--- src/tcp_pkg.sv ---
// constants for the three-wire configuration port host controller
// assumes a 250 MHz aclk and a byte-wide device register space
package tcp_pkg;

    // clock and timing
    localparam int CLK_FREQ_KHZ   = 250000;
    localparam int SRST_WAIT_MS   = 5;
    localparam int SRST_WAIT_CYC  = SRST_WAIT_MS * CLK_FREQ_KHZ;
    localparam int SCLK_HALF_CYC  = 8;

    // frame layout
    localparam logic [4:0] INSTR_BITS = 5'h10;
    localparam logic [4:0] FRAME_BITS = 5'h18;
    localparam logic [4:0] LAST_BIT   = 5'h17;
    localparam logic [4:0] POS_LSB_IN = 5'h08;

    // device register map
    localparam logic [14:0] DEV_PORT_CFG   = 15'h0000;
    localparam logic [14:0] DEV_SEC_CHSEL  = 15'h0005;
    localparam logic [14:0] DEV_CH_INDEX   = 15'h0008;
    localparam logic [14:0] DEV_OUT_MODE   = 15'h0561;
    localparam logic [14:0] DEV_INBUF_CTRL = 15'h1A4C;
    localparam logic [7:0]  OUT_MODE_RST   = 8'h01;
    localparam logic [7:0]  SRST_MASK      = 8'h81;
    localparam logic [7:0]  LSB_MASK       = 8'h42;

    // controller register map over AXI4-Lite
    localparam logic [7:0] REG_CTRL   = 8'h00;
    localparam logic [7:0] REG_ADDR   = 8'h04;
    localparam logic [7:0] REG_WDATA  = 8'h08;
    localparam logic [7:0] REG_STATUS = 8'h0C;
    localparam logic [7:0] REG_RDATA  = 8'h10;
    localparam int CTRL_GO   = 0;
    localparam int CTRL_READ = 1;
    localparam int ST_BUSY   = 0;
    localparam int ST_RWAIT  = 1;
    localparam int ST_LSB    = 2;

    localparam logic [1:0] RESP_OKAY   = 2'h0;
    localparam logic [1:0] RESP_SLVERR = 2'h2;

    typedef enum logic [1:0]
    {
        S_IDLE,
        S_SHIFT,
        S_DONE,
        S_RWAIT
    } tcp_state_t;

    // serial position of a frame bit: instruction above data, 24 bits
    function automatic logic [4:0] tcp_bit_pos(input logic [4:0] idx,
                                               input logic       lsb);
        if (!lsb)
            return 5'(LAST_BIT - idx);
        else if (idx < INSTR_BITS)
            return 5'(idx + POS_LSB_IN);
        else
            return 5'(idx - INSTR_BITS);
    endfunction

endpackage

--- src/tcp_host_ctrl.sv ---
// host controller for a three-wire configuration port: AXI4-Lite
// registers in, serial clock, chip select and shared data pin out.
// assumes the device samples on rising sclk and drives on falling.
// Behaviour
// - chip select low enables a frame; idle activity is ignored
// - frame starts at chip select fall and the following sclk rise
// - chip select may stay low for streamed bytes
// - chip select may rise between bytes to stall
// - every transfer unit is eight bits
// - leading instruction bit selects read or write; in LSB-first mode the code sends it as the 16th bit, after the address
// - on reads the data line turns round after the instruction
// - host alone drives sclk and chip select; data line shared
// - keep the port idle while full converter performance is needed
// - unassigned bits of partly used addresses are written as zero
// - never write a fully unassigned address
// - writing 0x81 to address 0 soft resets; wait 5 ms after
//
// Register access over AXI4-Lite was left to the implementer.
`timescale 1ns/1ps
module tcp_host_ctrl
#(
    parameter int RST_WAIT_CYCLES = tcp_pkg::SRST_WAIT_CYC
)
(
    input  wire logic        aclk,
    input  wire logic        aresetn,
    input  wire logic [7:0]  s_axi_awaddr,
    input  wire logic [2:0]  s_axi_awprot,
    input  wire logic        s_axi_awvalid,
    output logic             s_axi_awready,
    input  wire logic [31:0] s_axi_wdata,
    input  wire logic [3:0]  s_axi_wstrb,
    input  wire logic        s_axi_wvalid,
    output logic             s_axi_wready,
    output logic [1:0]       s_axi_bresp,
    output logic             s_axi_bvalid,
    input  wire logic        s_axi_bready,
    input  wire logic [7:0]  s_axi_araddr,
    input  wire logic [2:0]  s_axi_arprot,
    input  wire logic        s_axi_arvalid,
    output logic             s_axi_arready,
    output logic [31:0]      s_axi_rdata,
    output logic [1:0]       s_axi_rresp,
    output logic             s_axi_rvalid,
    input  wire logic        s_axi_rready,
    output logic             sclk,
    output logic             chip_select_n,
    output logic             sdio_o,
    output logic             sdio_oe,
    input  wire logic        sdio_i
);
    import tcp_pkg::*;

    tcp_state_t  state;
    logic        cfg_read;
    logic [14:0] cfg_addr;
    logic [7:0]  cfg_wdata;
    logic [7:0]  rd_byte;
    logic        lsb_mode;
    logic        cur_rw;
    logic [23:0] tx_frame;
    logic [7:0]  rx_byte;
    logic [4:0]  bit_cnt;
    logic [20:0] wait_cnt;
    logic        tick;
    logic        sdio_s;

    tcp_tick_div u_div
    (
        .aclk    (aclk),
        .aresetn (aresetn),
        .run     (state == S_SHIFT || state == S_DONE),
        .tick    (tick)
    );

    tcp_pin_sync u_sync
    (
        .aclk    (aclk),
        .aresetn (aresetn),
        .pin     (sdio_i),
        .level   (sdio_s)
    );

    // register bus decode
    wire        wr_fire  = s_axi_awvalid && s_axi_wvalid && !s_axi_bvalid;
    wire        rd_fire  = s_axi_arvalid && !s_axi_rvalid;
    wire        wr_ctrl  = wr_fire && s_axi_awaddr == REG_CTRL;
    wire        wr_addr  = wr_fire && s_axi_awaddr == REG_ADDR;
    wire        wr_wdat  = wr_fire && s_axi_awaddr == REG_WDATA;
    wire        wr_map   = wr_ctrl || wr_addr || wr_wdat;
    wire        busy     = state != S_IDLE;
    wire        go       = wr_ctrl && s_axi_wstrb[0]
                           && s_axi_wdata[CTRL_GO] && !busy;
    wire        next_rw  = s_axi_wdata[CTRL_READ];
    wire [7:0]  status   = {5'h00, lsb_mode, state == S_RWAIT, busy};
    wire        rd_map   = s_axi_araddr == REG_CTRL
                           || s_axi_araddr == REG_ADDR
                           || s_axi_araddr == REG_WDATA
                           || s_axi_araddr == REG_STATUS
                           || s_axi_araddr == REG_RDATA;
    wire [31:0] next_rdata =
        s_axi_araddr == REG_CTRL   ? {30'h0, cfg_read, 1'b0} :
        s_axi_araddr == REG_ADDR   ? {17'h0, cfg_addr} :
        s_axi_araddr == REG_WDATA  ? {24'h0, cfg_wdata} :
        s_axi_araddr == REG_STATUS ? {24'h0, status} :
        s_axi_araddr == REG_RDATA  ? {24'h0, rd_byte} : 32'h0;

    assign s_axi_awready = wr_fire;
    assign s_axi_wready  = wr_fire;
    assign s_axi_arready = rd_fire;

    // serial frame decode
    wire [4:0] next_bit  = 5'(bit_cnt + 5'h01);
    wire [4:0] next_pos  = tcp_bit_pos(next_bit, lsb_mode);
    wire [4:0] rx_pos    = tcp_bit_pos(bit_cnt, lsb_mode);
    wire       rx_phase  = cur_rw && bit_cnt >= INSTR_BITS;
    wire       drv_next  = !(cur_rw && next_bit >= INSTR_BITS);
    wire       cfg_hit   = !cur_rw && tx_frame[22:8] == DEV_PORT_CFG;
    wire       srst_hit  = cfg_hit && (tx_frame[7:0] & SRST_MASK) != 8'h00;
    wire       wait_end  = wait_cnt == 21'(RST_WAIT_CYCLES - 1);
    wire [23:0] go_frame = {next_rw, cfg_addr, cfg_wdata};

    always_ff @(posedge aclk)
    begin
        if (!aresetn)
        begin
            s_axi_bvalid <= 1'b0;
            s_axi_bresp  <= RESP_OKAY;
        end
        else if (wr_fire)
        begin
            s_axi_bvalid <= 1'b1;
            s_axi_bresp  <= wr_map ? RESP_OKAY : RESP_SLVERR;
        end
        else if (s_axi_bready)
            s_axi_bvalid <= 1'b0;
    end

    always_ff @(posedge aclk)
    begin
        if (!aresetn)
        begin
            s_axi_rvalid <= 1'b0;
            s_axi_rdata  <= 32'h0;
            s_axi_rresp  <= RESP_OKAY;
        end
        else if (rd_fire)
        begin
            s_axi_rvalid <= 1'b1;
            s_axi_rdata  <= next_rdata;
            s_axi_rresp  <= rd_map ? RESP_OKAY : RESP_SLVERR;
        end
        else if (s_axi_rready)
            s_axi_rvalid <= 1'b0;
    end

    always_ff @(posedge aclk)
    begin
        if (!aresetn)
        begin
            cfg_read  <= 1'b0;
            cfg_addr  <= 15'h0;
            cfg_wdata <= 8'h0;
        end
        else
        begin
            if (wr_ctrl && s_axi_wstrb[0])
                cfg_read <= next_rw;
            if (wr_addr && s_axi_wstrb[0])
                cfg_addr[7:0] <= s_axi_wdata[7:0];
            if (wr_addr && s_axi_wstrb[1])
                cfg_addr[14:8] <= s_axi_wdata[14:8];
            if (wr_wdat && s_axi_wstrb[0])
                cfg_wdata <= s_axi_wdata[7:0];
        end
    end

    // serial engine: one byte per frame, instruction then data
    always_ff @(posedge aclk)
    begin
        if (!aresetn)
        begin
            state         <= S_IDLE;
            sclk          <= 1'b0;
            chip_select_n <= 1'b1;
            sdio_o        <= 1'b0;
            sdio_oe       <= 1'b0;
            cur_rw        <= 1'b0;
            tx_frame      <= 24'h0;
            bit_cnt       <= 5'h0;
        end
        else
        begin
            unique case (state)
                S_IDLE:
                    if (go)
                    begin
                        state         <= S_SHIFT;
                        chip_select_n <= 1'b0;
                        cur_rw        <= next_rw;
                        tx_frame      <= go_frame;
                        bit_cnt       <= 5'h0;
                        sdio_o  <= go_frame[tcp_bit_pos(5'h0, lsb_mode)];
                        sdio_oe       <= 1'b1;
                    end
                S_SHIFT:
                    if (tick && !sclk)
                        sclk <= 1'b1;
                    else if (tick)
                    begin
                        sclk <= 1'b0;
                        if (bit_cnt == LAST_BIT)
                            state <= S_DONE;
                        else
                        begin
                            bit_cnt <= next_bit;
                            sdio_o  <= tx_frame[next_pos];
                            sdio_oe <= drv_next;
                        end
                    end
                S_DONE:
                    if (tick)
                    begin
                        chip_select_n <= 1'b1;
                        sdio_o        <= 1'b0;
                        sdio_oe       <= 1'b0;
                        state <= srst_hit ? S_RWAIT : S_IDLE;
                    end
                S_RWAIT:
                    if (wait_end)
                        state <= S_IDLE;
            endcase
        end
    end

    always_ff @(posedge aclk)
    begin
        if (!aresetn)
            rx_byte <= 8'h0;
        else if (state == S_SHIFT && tick && !sclk && rx_phase)
            rx_byte[rx_pos[2:0]] <= sdio_s;
    end

    // result byte, bit order tracking, soft reset hold-off
    always_ff @(posedge aclk)
    begin
        if (!aresetn)
        begin
            rd_byte  <= 8'h0;
            lsb_mode <= 1'b0;
            wait_cnt <= 21'h0;
        end
        else if (state == S_DONE && tick)
        begin
            wait_cnt <= 21'h0;
            if (cur_rw)
                rd_byte <= rx_byte;
            if (srst_hit)
                lsb_mode <= 1'b0;
            else if (cfg_hit)
                lsb_mode <= (tx_frame[7:0] & LSB_MASK) != 8'h00;
        end
        else if (state == S_RWAIT)
            wait_cnt <= 21'(wait_cnt + 21'h1);
    end

    // helper: rising sclk edges seen in the current frame
    logic [4:0] rise_cnt;
    logic       sclk_q;

    always_ff @(posedge aclk)
    begin
        if (!aresetn)
        begin
            rise_cnt <= 5'h0;
            sclk_q   <= 1'b0;
        end
        else
        begin
            sclk_q <= sclk;
            if (chip_select_n)
                rise_cnt <= 5'h0;
            else if (sclk && !sclk_q)
                rise_cnt <= 5'(rise_cnt + 5'h01);
        end
    end

    property p_idle_deselect;
        @(posedge aclk) disable iff (!aresetn)
        state == S_IDLE |-> chip_select_n && !sdio_oe;
    endproperty
    a_idle_deselect: assert property (p_idle_deselect)
        else $error("chip select or data driven while idle");

    property p_sclk_low_deselected;
        @(posedge aclk) disable iff (!aresetn)
        chip_select_n |-> !sclk;
    endproperty
    a_sclk_low_deselected: assert property (p_sclk_low_deselected)
        else $error("serial clock high while deselected");

    property p_first_bit_rw;
        @(posedge aclk) disable iff (!aresetn)
        $fell(chip_select_n) && !lsb_mode |-> sdio_o == cur_rw && sdio_oe;
    endproperty
    a_first_bit_rw: assert property (p_first_bit_rw)
        else $error("leading bit does not carry read flag");

    property p_frame_bits;
        @(posedge aclk) disable iff (!aresetn)
        $rose(chip_select_n) |-> $past(rise_cnt) == FRAME_BITS;
    endproperty
    a_frame_bits: assert property (p_frame_bits)
        else $error("frame did not carry 24 clock edges");

    property p_read_release;
        @(posedge aclk) disable iff (!aresetn)
        state == S_SHIFT && cur_rw && rise_cnt >= INSTR_BITS
            && !sclk |-> !sdio_oe;
    endproperty
    a_read_release: assert property (p_read_release)
        else $error("data line still driven in read data phase");

    property p_write_drive;
        @(posedge aclk) disable iff (!aresetn)
        state == S_SHIFT && !cur_rw |-> sdio_oe;
    endproperty
    a_write_drive: assert property (p_write_drive)
        else $error("data line released during a write");

    property p_srst_wait;
        @(posedge aclk) disable iff (!aresetn)
        $past(state) == S_DONE && state == S_RWAIT
            |-> chip_select_n && busy && !lsb_mode
            ##1 (state == S_RWAIT && chip_select_n)[*8];
    endproperty
    a_srst_wait: assert property (p_srst_wait)
        else $error("soft reset hold-off broken");

    property p_srst_entry;
        @(posedge aclk) disable iff (!aresetn)
        state == S_DONE && tick && srst_hit |=> state == S_RWAIT;
    endproperty
    a_srst_entry: assert property (p_srst_entry)
        else $error("soft reset write did not start hold-off");

    property p_bresp_hold;
        @(posedge aclk) disable iff (!aresetn)
        s_axi_bvalid && !s_axi_bready |=> s_axi_bvalid;
    endproperty
    a_bresp_hold: assert property (p_bresp_hold)
        else $error("write response dropped before bready");
endmodule

--- src/tcp_pin_sync.sv ---
// three-stage synchroniser for a pin from outside the aclk domain
// output follows once the second and third stages agree
`timescale 1ns/1ps
module tcp_pin_sync
(
    input  wire logic aclk,
    input  wire logic aresetn,
    input  wire logic pin,
    output logic      level
);
    logic s1;
    logic s2;
    logic s3;

    always_ff @(posedge aclk)
    begin
        if (!aresetn)
        begin
            s1    <= 1'b0;
            s2    <= 1'b0;
            s3    <= 1'b0;
            level <= 1'b0;
        end
        else
        begin
            s1 <= pin;
            s2 <= s1;
            s3 <= s2;
            if (s2 == s3)
                level <= s3;
        end
    end
endmodule

--- src/tcp_tick_div.sv ---
// divider giving a one-cycle tick every half serial clock period
// assumes run is held high for the whole frame; restarts when low
`timescale 1ns/1ps
module tcp_tick_div
(
    input  wire logic aclk,
    input  wire logic aresetn,
    input  wire logic run,
    output logic      tick
);
    import tcp_pkg::*;

    logic [7:0] count;
    wire        at_end = (count == 8'(SCLK_HALF_CYC - 1));

    assign tick = run && at_end;

    always_ff @(posedge aclk)
    begin
        if (!aresetn || !run || at_end)
            count <= 8'h00;
        else
            count <= 8'(count + 8'h01);
    end
endmodule

--- config.mk ---
export PLATFORM = sky130hd
export DESIGN_NAME = tcp_host_ctrl
export DESIGN_NICKNAME = d
export VERILOG_FILES = /design/src/tcp_pkg.sv /design/src/tcp_host_ctrl.sv /design/src/tcp_pin_sync.sv /design/src/tcp_tick_div.sv
export SDC_FILE = /design/constraint.sdc
export NUM_CORES = 1
export LEC_CHECK = 0
export BUFFER_PORTS_ARGS = -buffer_cell sky130_fd_sc_hd__buf_2
export CAP_MARGIN = 20
export CORE_AREA = 2 2 109 111
export CTS_CLUSTER_DIAMETER = 150
export CTS_CLUSTER_SIZE = 24
export DETAILED_ROUTE_END_ITERATION = 7
export DIE_AREA = 0 0 111 113
export PLACE_DENSITY_LB_ADDON = 0.25
export RECOVER_POWER = 25
export SYNTH_ARGS = -nofsm -noshare
export SYNTH_HDL_FRONTEND = slang
export SYNTH_SLANG_ARGS = --single-unit
--- constraint.sdc ---
create_clock -name aclk -period 3.1 [get_ports aclk]
set_clock_uncertainty 0.05 [all_clocks]
set_input_delay 0.155 -clock aclk [delete_from_list [all_inputs] [get_ports aclk]]
set_output_delay 0.155 -clock aclk [all_outputs]
set_load 0.01 [all_outputs]
==> results of run 1 <==
-- cells in the mapped netlist, types with 2 or more instances --
| cell | n | area share (%) |
|---|---|---|
| nand4_1 | 10 | 1.0 |
| nand3_2 | 2 | 0.32 |
| dfxtp_1 | 128 | 41 |
| and3b_1 | 5 | 0.71 |
| o21ai_1 | 2 | 0.16 |
| xnor2_1 | 12 | 1.7 |
| clkbuf_1 | 22 | 1.3 |
| a31oi_1 | 5 | 0.51 |
| nor2b_1 | 4 | 0.40 |
| a21oi_1 | 52 | 4.2 |
| nand3_1 | 27 | 2.2 |
| a21o_1 | 3 | 0.36 |
| xor2_1 | 17 | 2.4 |
| nor2_1 | 106 | 6.4 |
| nand3b_1 | 3 | 0.36 |
| buf_6 | 3 | 0.55 |
| a211oi_1 | 2 | 0.24 |
| inv_1 | 15 | 0.91 |
| mux4_1 | 4 | 1.7 |
| and3_1 | 7 | 0.71 |
| a22oi_1 | 4 | 0.49 |
| or3_1 | 5 | 0.51 |
| nor4_1 | 8 | 0.81 |
| a2bb2oi_1 | 5 | 0.71 |
| nor4bb_1 | 2 | 0.32 |
| ha_1 | 10 | 2.0 |
| a222oi_1 | 5 | 0.81 |
| mux4_2 | 9 | 3.3 |
| nand2_1 | 90 | 5.5 |
| mux2i_1 | 41 | 6.6 |
| nor3_1 | 8 | 0.65 |
| and2_1 | 9 | 0.91 |
| nor3b_1 | 3 | 0.36 |
| nand2b_1 | 6 | 0.61 |
| buf_2 | 10 | 0.81 |
| buf_4 | 20 | 2.4 |
| and4_1 | 4 | 0.57 |
| o21ai_0 | 15 | 1.2 |
| nor4_4 | 2 | 0.69 |
-- how the worst max path moves through the flow --
stage	endpoint	from
6_report	sdio_o	bit_cnt[0]
3_5_place_dp	sdio_o	bit_cnt[0]
4_1_cts	sdio_o	bit_cnt[0]
5_1_grt	sdio_o	bit_cnt[0]
2_1_floorplan	sdio_o	bit_cnt[0]
3_3_place_gp	sdio_o	bit_cnt[0]
-- where the power goes --
part | switching, mW | internal (mW) | leakage (nW)
clock network | 0.741 | 1.17 | 0.270
registers | 0.0200 | 1.67 | 1.03
logic | 0.197 | 0.118 | 1.54
-- registers in the layout, indices dropped and copies added (netlist names), 2 cells and up --
name / flops
cfg_wdata: 8
state: 2
rx_byte: 8
tx_frame: 23
wait_cnt: 21
s_axi_rdata: 15
cfg_addr: 15
bit_cnt: 5
u_div.count: 8
rd_byte: 8
-- cells by family after synthesis --
| kind of cell | count (synthesis) | share of synthesized area [%] |
|---|---|---|
| xor gates and xnor gates | 29 | 4.11 |
| buffers and inverters | 72 | 6.15 |
| other | 1 | 0.0607 |
| and+or+nand+nor | 308 | 24.4 |
| adders and majority gates | 10 | 2.02 |
| DFF | 128 | 41.4 |
| AOI/OAI and AO/OA | 101 | 9.96 |
| muxes | 55 | 11.8 |
-- metrics by stage --
step	util [%]	hold WS, ps	power, mW	worst slack (ps)	cell area, sq um
2_1_floorplan	-	232	1.95	557	6250
3_3_place_gp	57.6	313	2.02	574	6490
3_5_place_dp	57.6	316	2.03	490	6490
4_1_cts	64.2	0.812	3.95	479	7230
5_1_grt	63.8	38.5	4.06	248	7200
6_report	63.8	7.33	3.92	495	7200
-- repair_timing --
item                                   CTS  global route
resized for setup                        0             0
endpoints found under the hold margin   23             0
hold buffers                            17             0
-- routing by layer --
metal / track usage (%) / vias to the layer above / share of wire (%)
met5: 0 / - / 0
met4: 11.0 / 0 / 2.6
met3: 5.89 / 34 / 5.0
met2: 39.9 / 161 / 49
met1: 28.5 / 2472 / 43
li1: - / 2559 / -
-- final cells by class --
cell class | instances | area share (%)
clock buffer | 17 | 5.91
clock inverter | 14 | 2.02
inverter | 16 | 0.835
multi-input combinational | 522 | 46.0
sequential | 128 | 35.6
tap | 143 | 2.49
timing repair buffer | 90 | 7.18
-- critical path, cell delays in order (launching register included) --
cell and delay (ps):
dfxtp_1 520, inv_1 190, ha_1 420, buf_4 230
mux4_1 310, mux4_2 470, o2111ai_1 200, a31oi_1 100
==> flow_metrics.py, run 1 <==
metrics = {
    "outcome": {
        "run_status": "finished clean",
    },
    "drt": {
        "routed_wl_um": 14000,
        "vias_per_inst": 5.62,
        "drt-wirelength-per-cell_um": 15.1,
        "antenna_left": 0,
        "first_iter_violations": 430,
        "drcViolationCount": 0,
        "via_count": 5226,
        "detailedRoute.firstPassIterationCount": 5,
    },
    "min_path": {
        "hp-start": "s_axi_bready",
        "hold_ep": "s_axi_bvalid",
        "holdCritPathClass": "in -> reg",
        "hold-path-cell-count": 4,
    },
    "clock_network": {
        "clk_root_buffer_cell": "clkbuf_16",
        "clock_sink_count": 128,
        "clkSlewWorstSetupHoldPaths_ps": 50,
        "worstSkewPairLatency_ps": 430,
        "cts_tree": "built",
        "number_of_clock_buffers_inserted_by_tritoncts": 17,
        "post_cts.repair.setup_buffers": 0,
        "clock_tree.htree_level_count": 4,
        "cts_max_path_buffers": 2,
    },
    "placement": {
        "dp_cells": 882,
        "detailedPlacementHpwl_um": 10000,
        "final_estimated_routing_congestion_in_global_placement": 0.924,
        "io_buffer_count": 66,
    },
    "floorplanning": {
        "core.rowCount": 39,
        "die_h_um": 113,
        "initial_core_utilization_pct": 54.8,
        "die_area_sq_um": 12500,
        "fp.coreArea_sq_um": 11300,
        "floorplan.io_pins": 111,
        "die_w_um": 111,
    },
    "setup_path": {
        "cp_data_arrival_time_ps": 2860,
        "rrSetupSlack_ps": 490,
        "worst-path-max-fanout": 11,
        "r2r-start": "bit_cnt[0]",
        "crit-reg2reg-capture": "sdio_o",
        "crit_path_start_kind": "register",
        "worstPathRequired_ps": 3350,
        "worstRegToRegCells": 7,
        "setup.worst_path.class": "reg -> reg",
        "end_kind": "register",
    },
    "final_layout": {
        "register_area_sq_um": 2560,
        "post_layout_nonfiller_instances": 930,
        "layout.cells.most_common_list": "dfxtp_1, nor2_1, nand2_1",
        "leading_cell_type_in_the_layout_fill_and_taps_excluded": "dfxtp_1",
        "final_net_count": 851,
        "post_route_cells_drive_above_1_share_pct": 12.5,
        "synthToLayoutAreaGrowth_pct": 16.4,
        "n_antenna_cell": 0,
        "multi_input_area_sq_um": 3310,
        "fill_cells": 932,
    },
    "sta": {
        "setup_viol": 0,
        "post-route-min-period_ps": 2610,
        "setup_repair_after_global_routing_missed_its_margin": "false",
        "clock.fmax_mhz": 384,
        "timing.slew.headroom_pct": 7.38,
        "slew_violations": 0,
        "finalCritPeriodShare_pct": 84.0,
        "worst-slew-pin-transition_ps": 1390,
        "final.setup.tns_ps": 0,
        "report.final.hold_viol_count": 0,
    },
    "global_route": {
        "antenna_violations_before_repair": 0,
        "groute.usage.overall_pct": 23.6,
        "largest_net_degree_at_the_start_of_global_routing": 44,
        "globalRouteOverflowTotal": 0,
        "first_global_vias": 5042,
        "grt_first_pass_wirelength_um": 23800,
    },
    "logic_synthesis": {
        "synth_warnings": 0,
        "async_reset_ff_share_pct": 0,
        "synth.lib_cells_used.distinct": 58,
        "yosys_register_bits": 128,
        "yosys_most_used_dff": "dfxtp_1",
        "synth-edff-count": 0,
        "mappedNetlistArea_sq_um": 6180,
        "synth_seq_area_share_pct": 41.4,
        "avgSynthCellArea_sq_um": 8.78,
        "syn_inst": 704,
    },
    "power": {
        "total_leakage_power_nw": 2.84,
        "vdd.ir_drop.worst_mv": 0.438,
        "power_density_nw_per_um2": 545,
    },
    "job": {
        "max_cap_violations": 0,
    },
}
No activity file was read; power rests on OpenSTA's default activity.
==> inputs of run 2 (changes only) <==
--- a/config.mk
+++ b/config.mk
@@ -7,11 +7,11 @@
 export LEC_CHECK = 0
 export BUFFER_PORTS_ARGS = -buffer_cell sky130_fd_sc_hd__buf_2
 export CAP_MARGIN = 20
-export CORE_AREA = 2 2 109 111
+export CORE_AREA = 2 2 114 116
 export CTS_CLUSTER_DIAMETER = 150
 export CTS_CLUSTER_SIZE = 24
 export DETAILED_ROUTE_END_ITERATION = 7
-export DIE_AREA = 0 0 111 113
+export DIE_AREA = 0 0 116 118
 export PLACE_DENSITY_LB_ADDON = 0.25
 export RECOVER_POWER = 25
 export SYNTH_ARGS = -nofsm -noshare
==> constraint.sdc (replaced) <==
create_clock -name aclk -period 2.2 [get_ports aclk]
set_clock_uncertainty 0.05 [all_clocks]
set_input_delay 0.11 -clock aclk [delete_from_list [all_inputs] [get_ports aclk]]
set_output_delay 0.11 -clock aclk [all_outputs]
set_load 0.01 [all_outputs]
==> run 2 against run 1 <==
Non-clock buffer count is 34 higher; utilization down 1.9 points; critical path type unchanged; critical path depth decreased by 1; largest power group unchanged; largest cell class unchanged; via count is 1.9% higher.
==> flow_metrics.py, run 2 (synthesis gave the netlist of run 1 again) <==
metrics = {
    "drt": {
        "detailedRoute.firstPassIterationCount": 7,
        "routed_wl_um": 15000,
        "drt-wirelength-per-cell_um": 15.1,
        "drcViolationCount": 0,
        "vias_per_inst": 5.36,
        "first_iter_violations": 296,
        "via_count": 5325,
        "antenna_left": 0,
    },
    "final_layout": {
        "layout.cells.most_common_list": "dfxtp_1, nor2_1, nand2_1",
        "leading_cell_type_in_the_layout_fill_and_taps_excluded": "dfxtp_1",
        "final_net_count": 885,
        "n_antenna_cell": 0,
        "largest_register_ff_count": 23,
        "fill_cells": 1074,
        "register_area_sq_um": 2570,
        "largest_registers": "tx_frame: 23 flops, wait_cnt: 21 flops",
        "multi_input_area_sq_um": 3400,
        "post-route-util_pct": 61.9,
        "registers.top_by_ff_count": "tx_frame",
        "synthToLayoutAreaGrowth_pct": 24.3,
        "post_route_cells_drive_above_1_share_pct": 21.2,
    },
    "sta": {
        "clock.fmax_mhz": 455,
        "timing.slew.headroom_pct": 55.9,
        "post-route-min-period_ps": 2200,
        "finalHoldWorstSlack_ps": 40.9,
        "report.final.hold_viol_count": 0,
        "setup_viol": 0,
        "setup_repair_after_global_routing_missed_its_margin": "true",
        "finalCritPeriodShare_pct": 99.9,
        "slew_violations": 0,
        "worst-slew-pin-transition_ps": 660,
    },
    "setup_path": {
        "timing.critical_path.depth": 6,
        "critPathMaxStageDelay_ps": 500,
        "cp_data_arrival_time_ps": 2440,
        "worstRegToRegCells": 6,
        "critPathBufInv": 1,
        "crit_family": "multiplexers",
        "crit_path_start_kind": "register",
        "worst-path-max-fanout": 5,
        "critPathSlowestCell": "mux4_2",
        "end_kind": "register",
        "setup.worst_path.class": "reg -> reg",
        "worstPathRequired_ps": 2440,
        "path_common_cell": "mux4_2",
        "crit_path_cell_trace": "inv_1 -> ha_4 -> mux4_2 -> mux4_2 -> o2111ai_2 -> a31oi_1",
    },
    "job": {
        "max_cap_violations": 0,
    },
    "clock_network": {
        "clk_root_buffer_cell": "clkbuf_16",
        "number_of_clock_buffers_inserted_by_tritoncts": 17,
        "clkSlewWorstSetupHoldPaths_ps": 50,
        "worstSkewPairLatency_ps": 420,
        "clock_sink_count": 128,
        "clock_tree.htree_level_count": 4,
        "cts_max_path_buffers": 2,
        "cts_tree": "built",
    },
    "global_route": {
        "groute.usage.overall_pct": 22.8,
        "grt_first_pass_wirelength_um": 24800,
        "antenna_violations_before_repair": 0,
        "largest_net_degree_at_the_start_of_global_routing": 41,
        "first_global_vias": 5215,
        "globalRouteOverflowTotal": 0,
    },
    "floorplanning": {
        "initial_core_utilization_pct": 49.8,
        "floorplan.io_pins": 111,
        "die_h_um": 118,
        "fp.coreArea_sq_um": 12400,
        "die_w_um": 116,
        "core.rowCount": 41,
        "die_area_sq_um": 13700,
    },
    "power": {
        "total_leakage_power_nw": 3.16,
        "power_density_nw_per_um2": 753,
        "report.power.total_mw": 5.79,
        "vdd.ir_drop.worst_mv": 0.548,
    },
    "placement": {
        "final_estimated_routing_congestion_in_global_placement": 0.897,
        "io_buffer_count": 66,
        "detailedPlacementHpwl_um": 10600,
    },
    "min_path": {
        "holdCritPathClass": "in -> reg",
        "hold-path-cell-count": 5,
    },
    "outcome": {
        "run_status": "finished clean",
    },
}
## run 2: cell count changes in the layout (fill, tap and decap cells not counted), moves of 3 or more
cell	delta
clkinvlp_4	-3
ha_1	-4
dfxtp_1	-3
buf_2	+26
buf_4	+31
clkbuf_1	-26
dlygate4sd3_1	+3
ha_4	+4
## run 2: worst paths after layout
kind | start | to | slack (ps)
max reg2reg | bit_cnt[1] | sdio_o | 3
max | bit_cnt[1] | sdio_o | 3
min | s_axi_awaddr[0] | s_axi_bresp[1] | 40
min reg2reg | u_sync.s1 | u_sync.s2 | 390
## run 2: metal layers
| layer | vias up | wire [um] | track usage, % |
|---|---|---|---|
| met5 | - | 0 | 0 |
| met4 | 0 | 275 | 7.81 |
| met3 | 25 | 574 | 6.08 |
| met2 | 120 | 7570 | 38.2 |
| met1 | 2557 | 6550 | 28.3 |
| li1 | 2623 | - | - |
## run 2: final cells by class
class	count	share of cell area, %
Multi-Input combinational cell	522	44.2
Clock buffer	20	5.94
Timing Repair Buffer	124	10.8
Inverter	16	0.781
Clock inverter	12	2.03
Sequential cell	128	33.5
Tap cell	172	2.80
## run 2: where the power goes
| part | switching, mW | internal [mW] |
|---|---|---|
| clock network | 1.04 | 1.84 |
| logic | 0.297 | 0.219 |
| registers | 0.0292 | 2.35 |
## run 2: what timing repair did
item / 4_1_cts / 5_1_grt
pin swaps: 0 / 3
buffers inserted: 1 / 2
hold endpoints to repair: 33 / 0
endpoints found under the setup margin: 1 / 23
resized for setup: 0 / 17
gates cloned: 0 / 0
hold buffers: 20 / 0
## run 2: worst reg2reg max path, stage by stage (launching register included)
cell,delay [ps]
dfxtp_4,370
inv_1,80
ha_4,310
mux4_2,500
mux4_2,480
o2111ai_2,180
a31oi_1,100
## run 2: stage by stage
step	area, sq um	cells	TNS (ps)	setup slack [ps]
2_1_floorplan	6280	722	0	14.4
3_3_place_gp	6770	939	0	61.5
3_5_place_dp	6770	939	0	18.9
4_1_cts	7590	992	0	1.36
5_1_grt	7690	994	-138	-65.1
6_report	7690	994	0	2.70
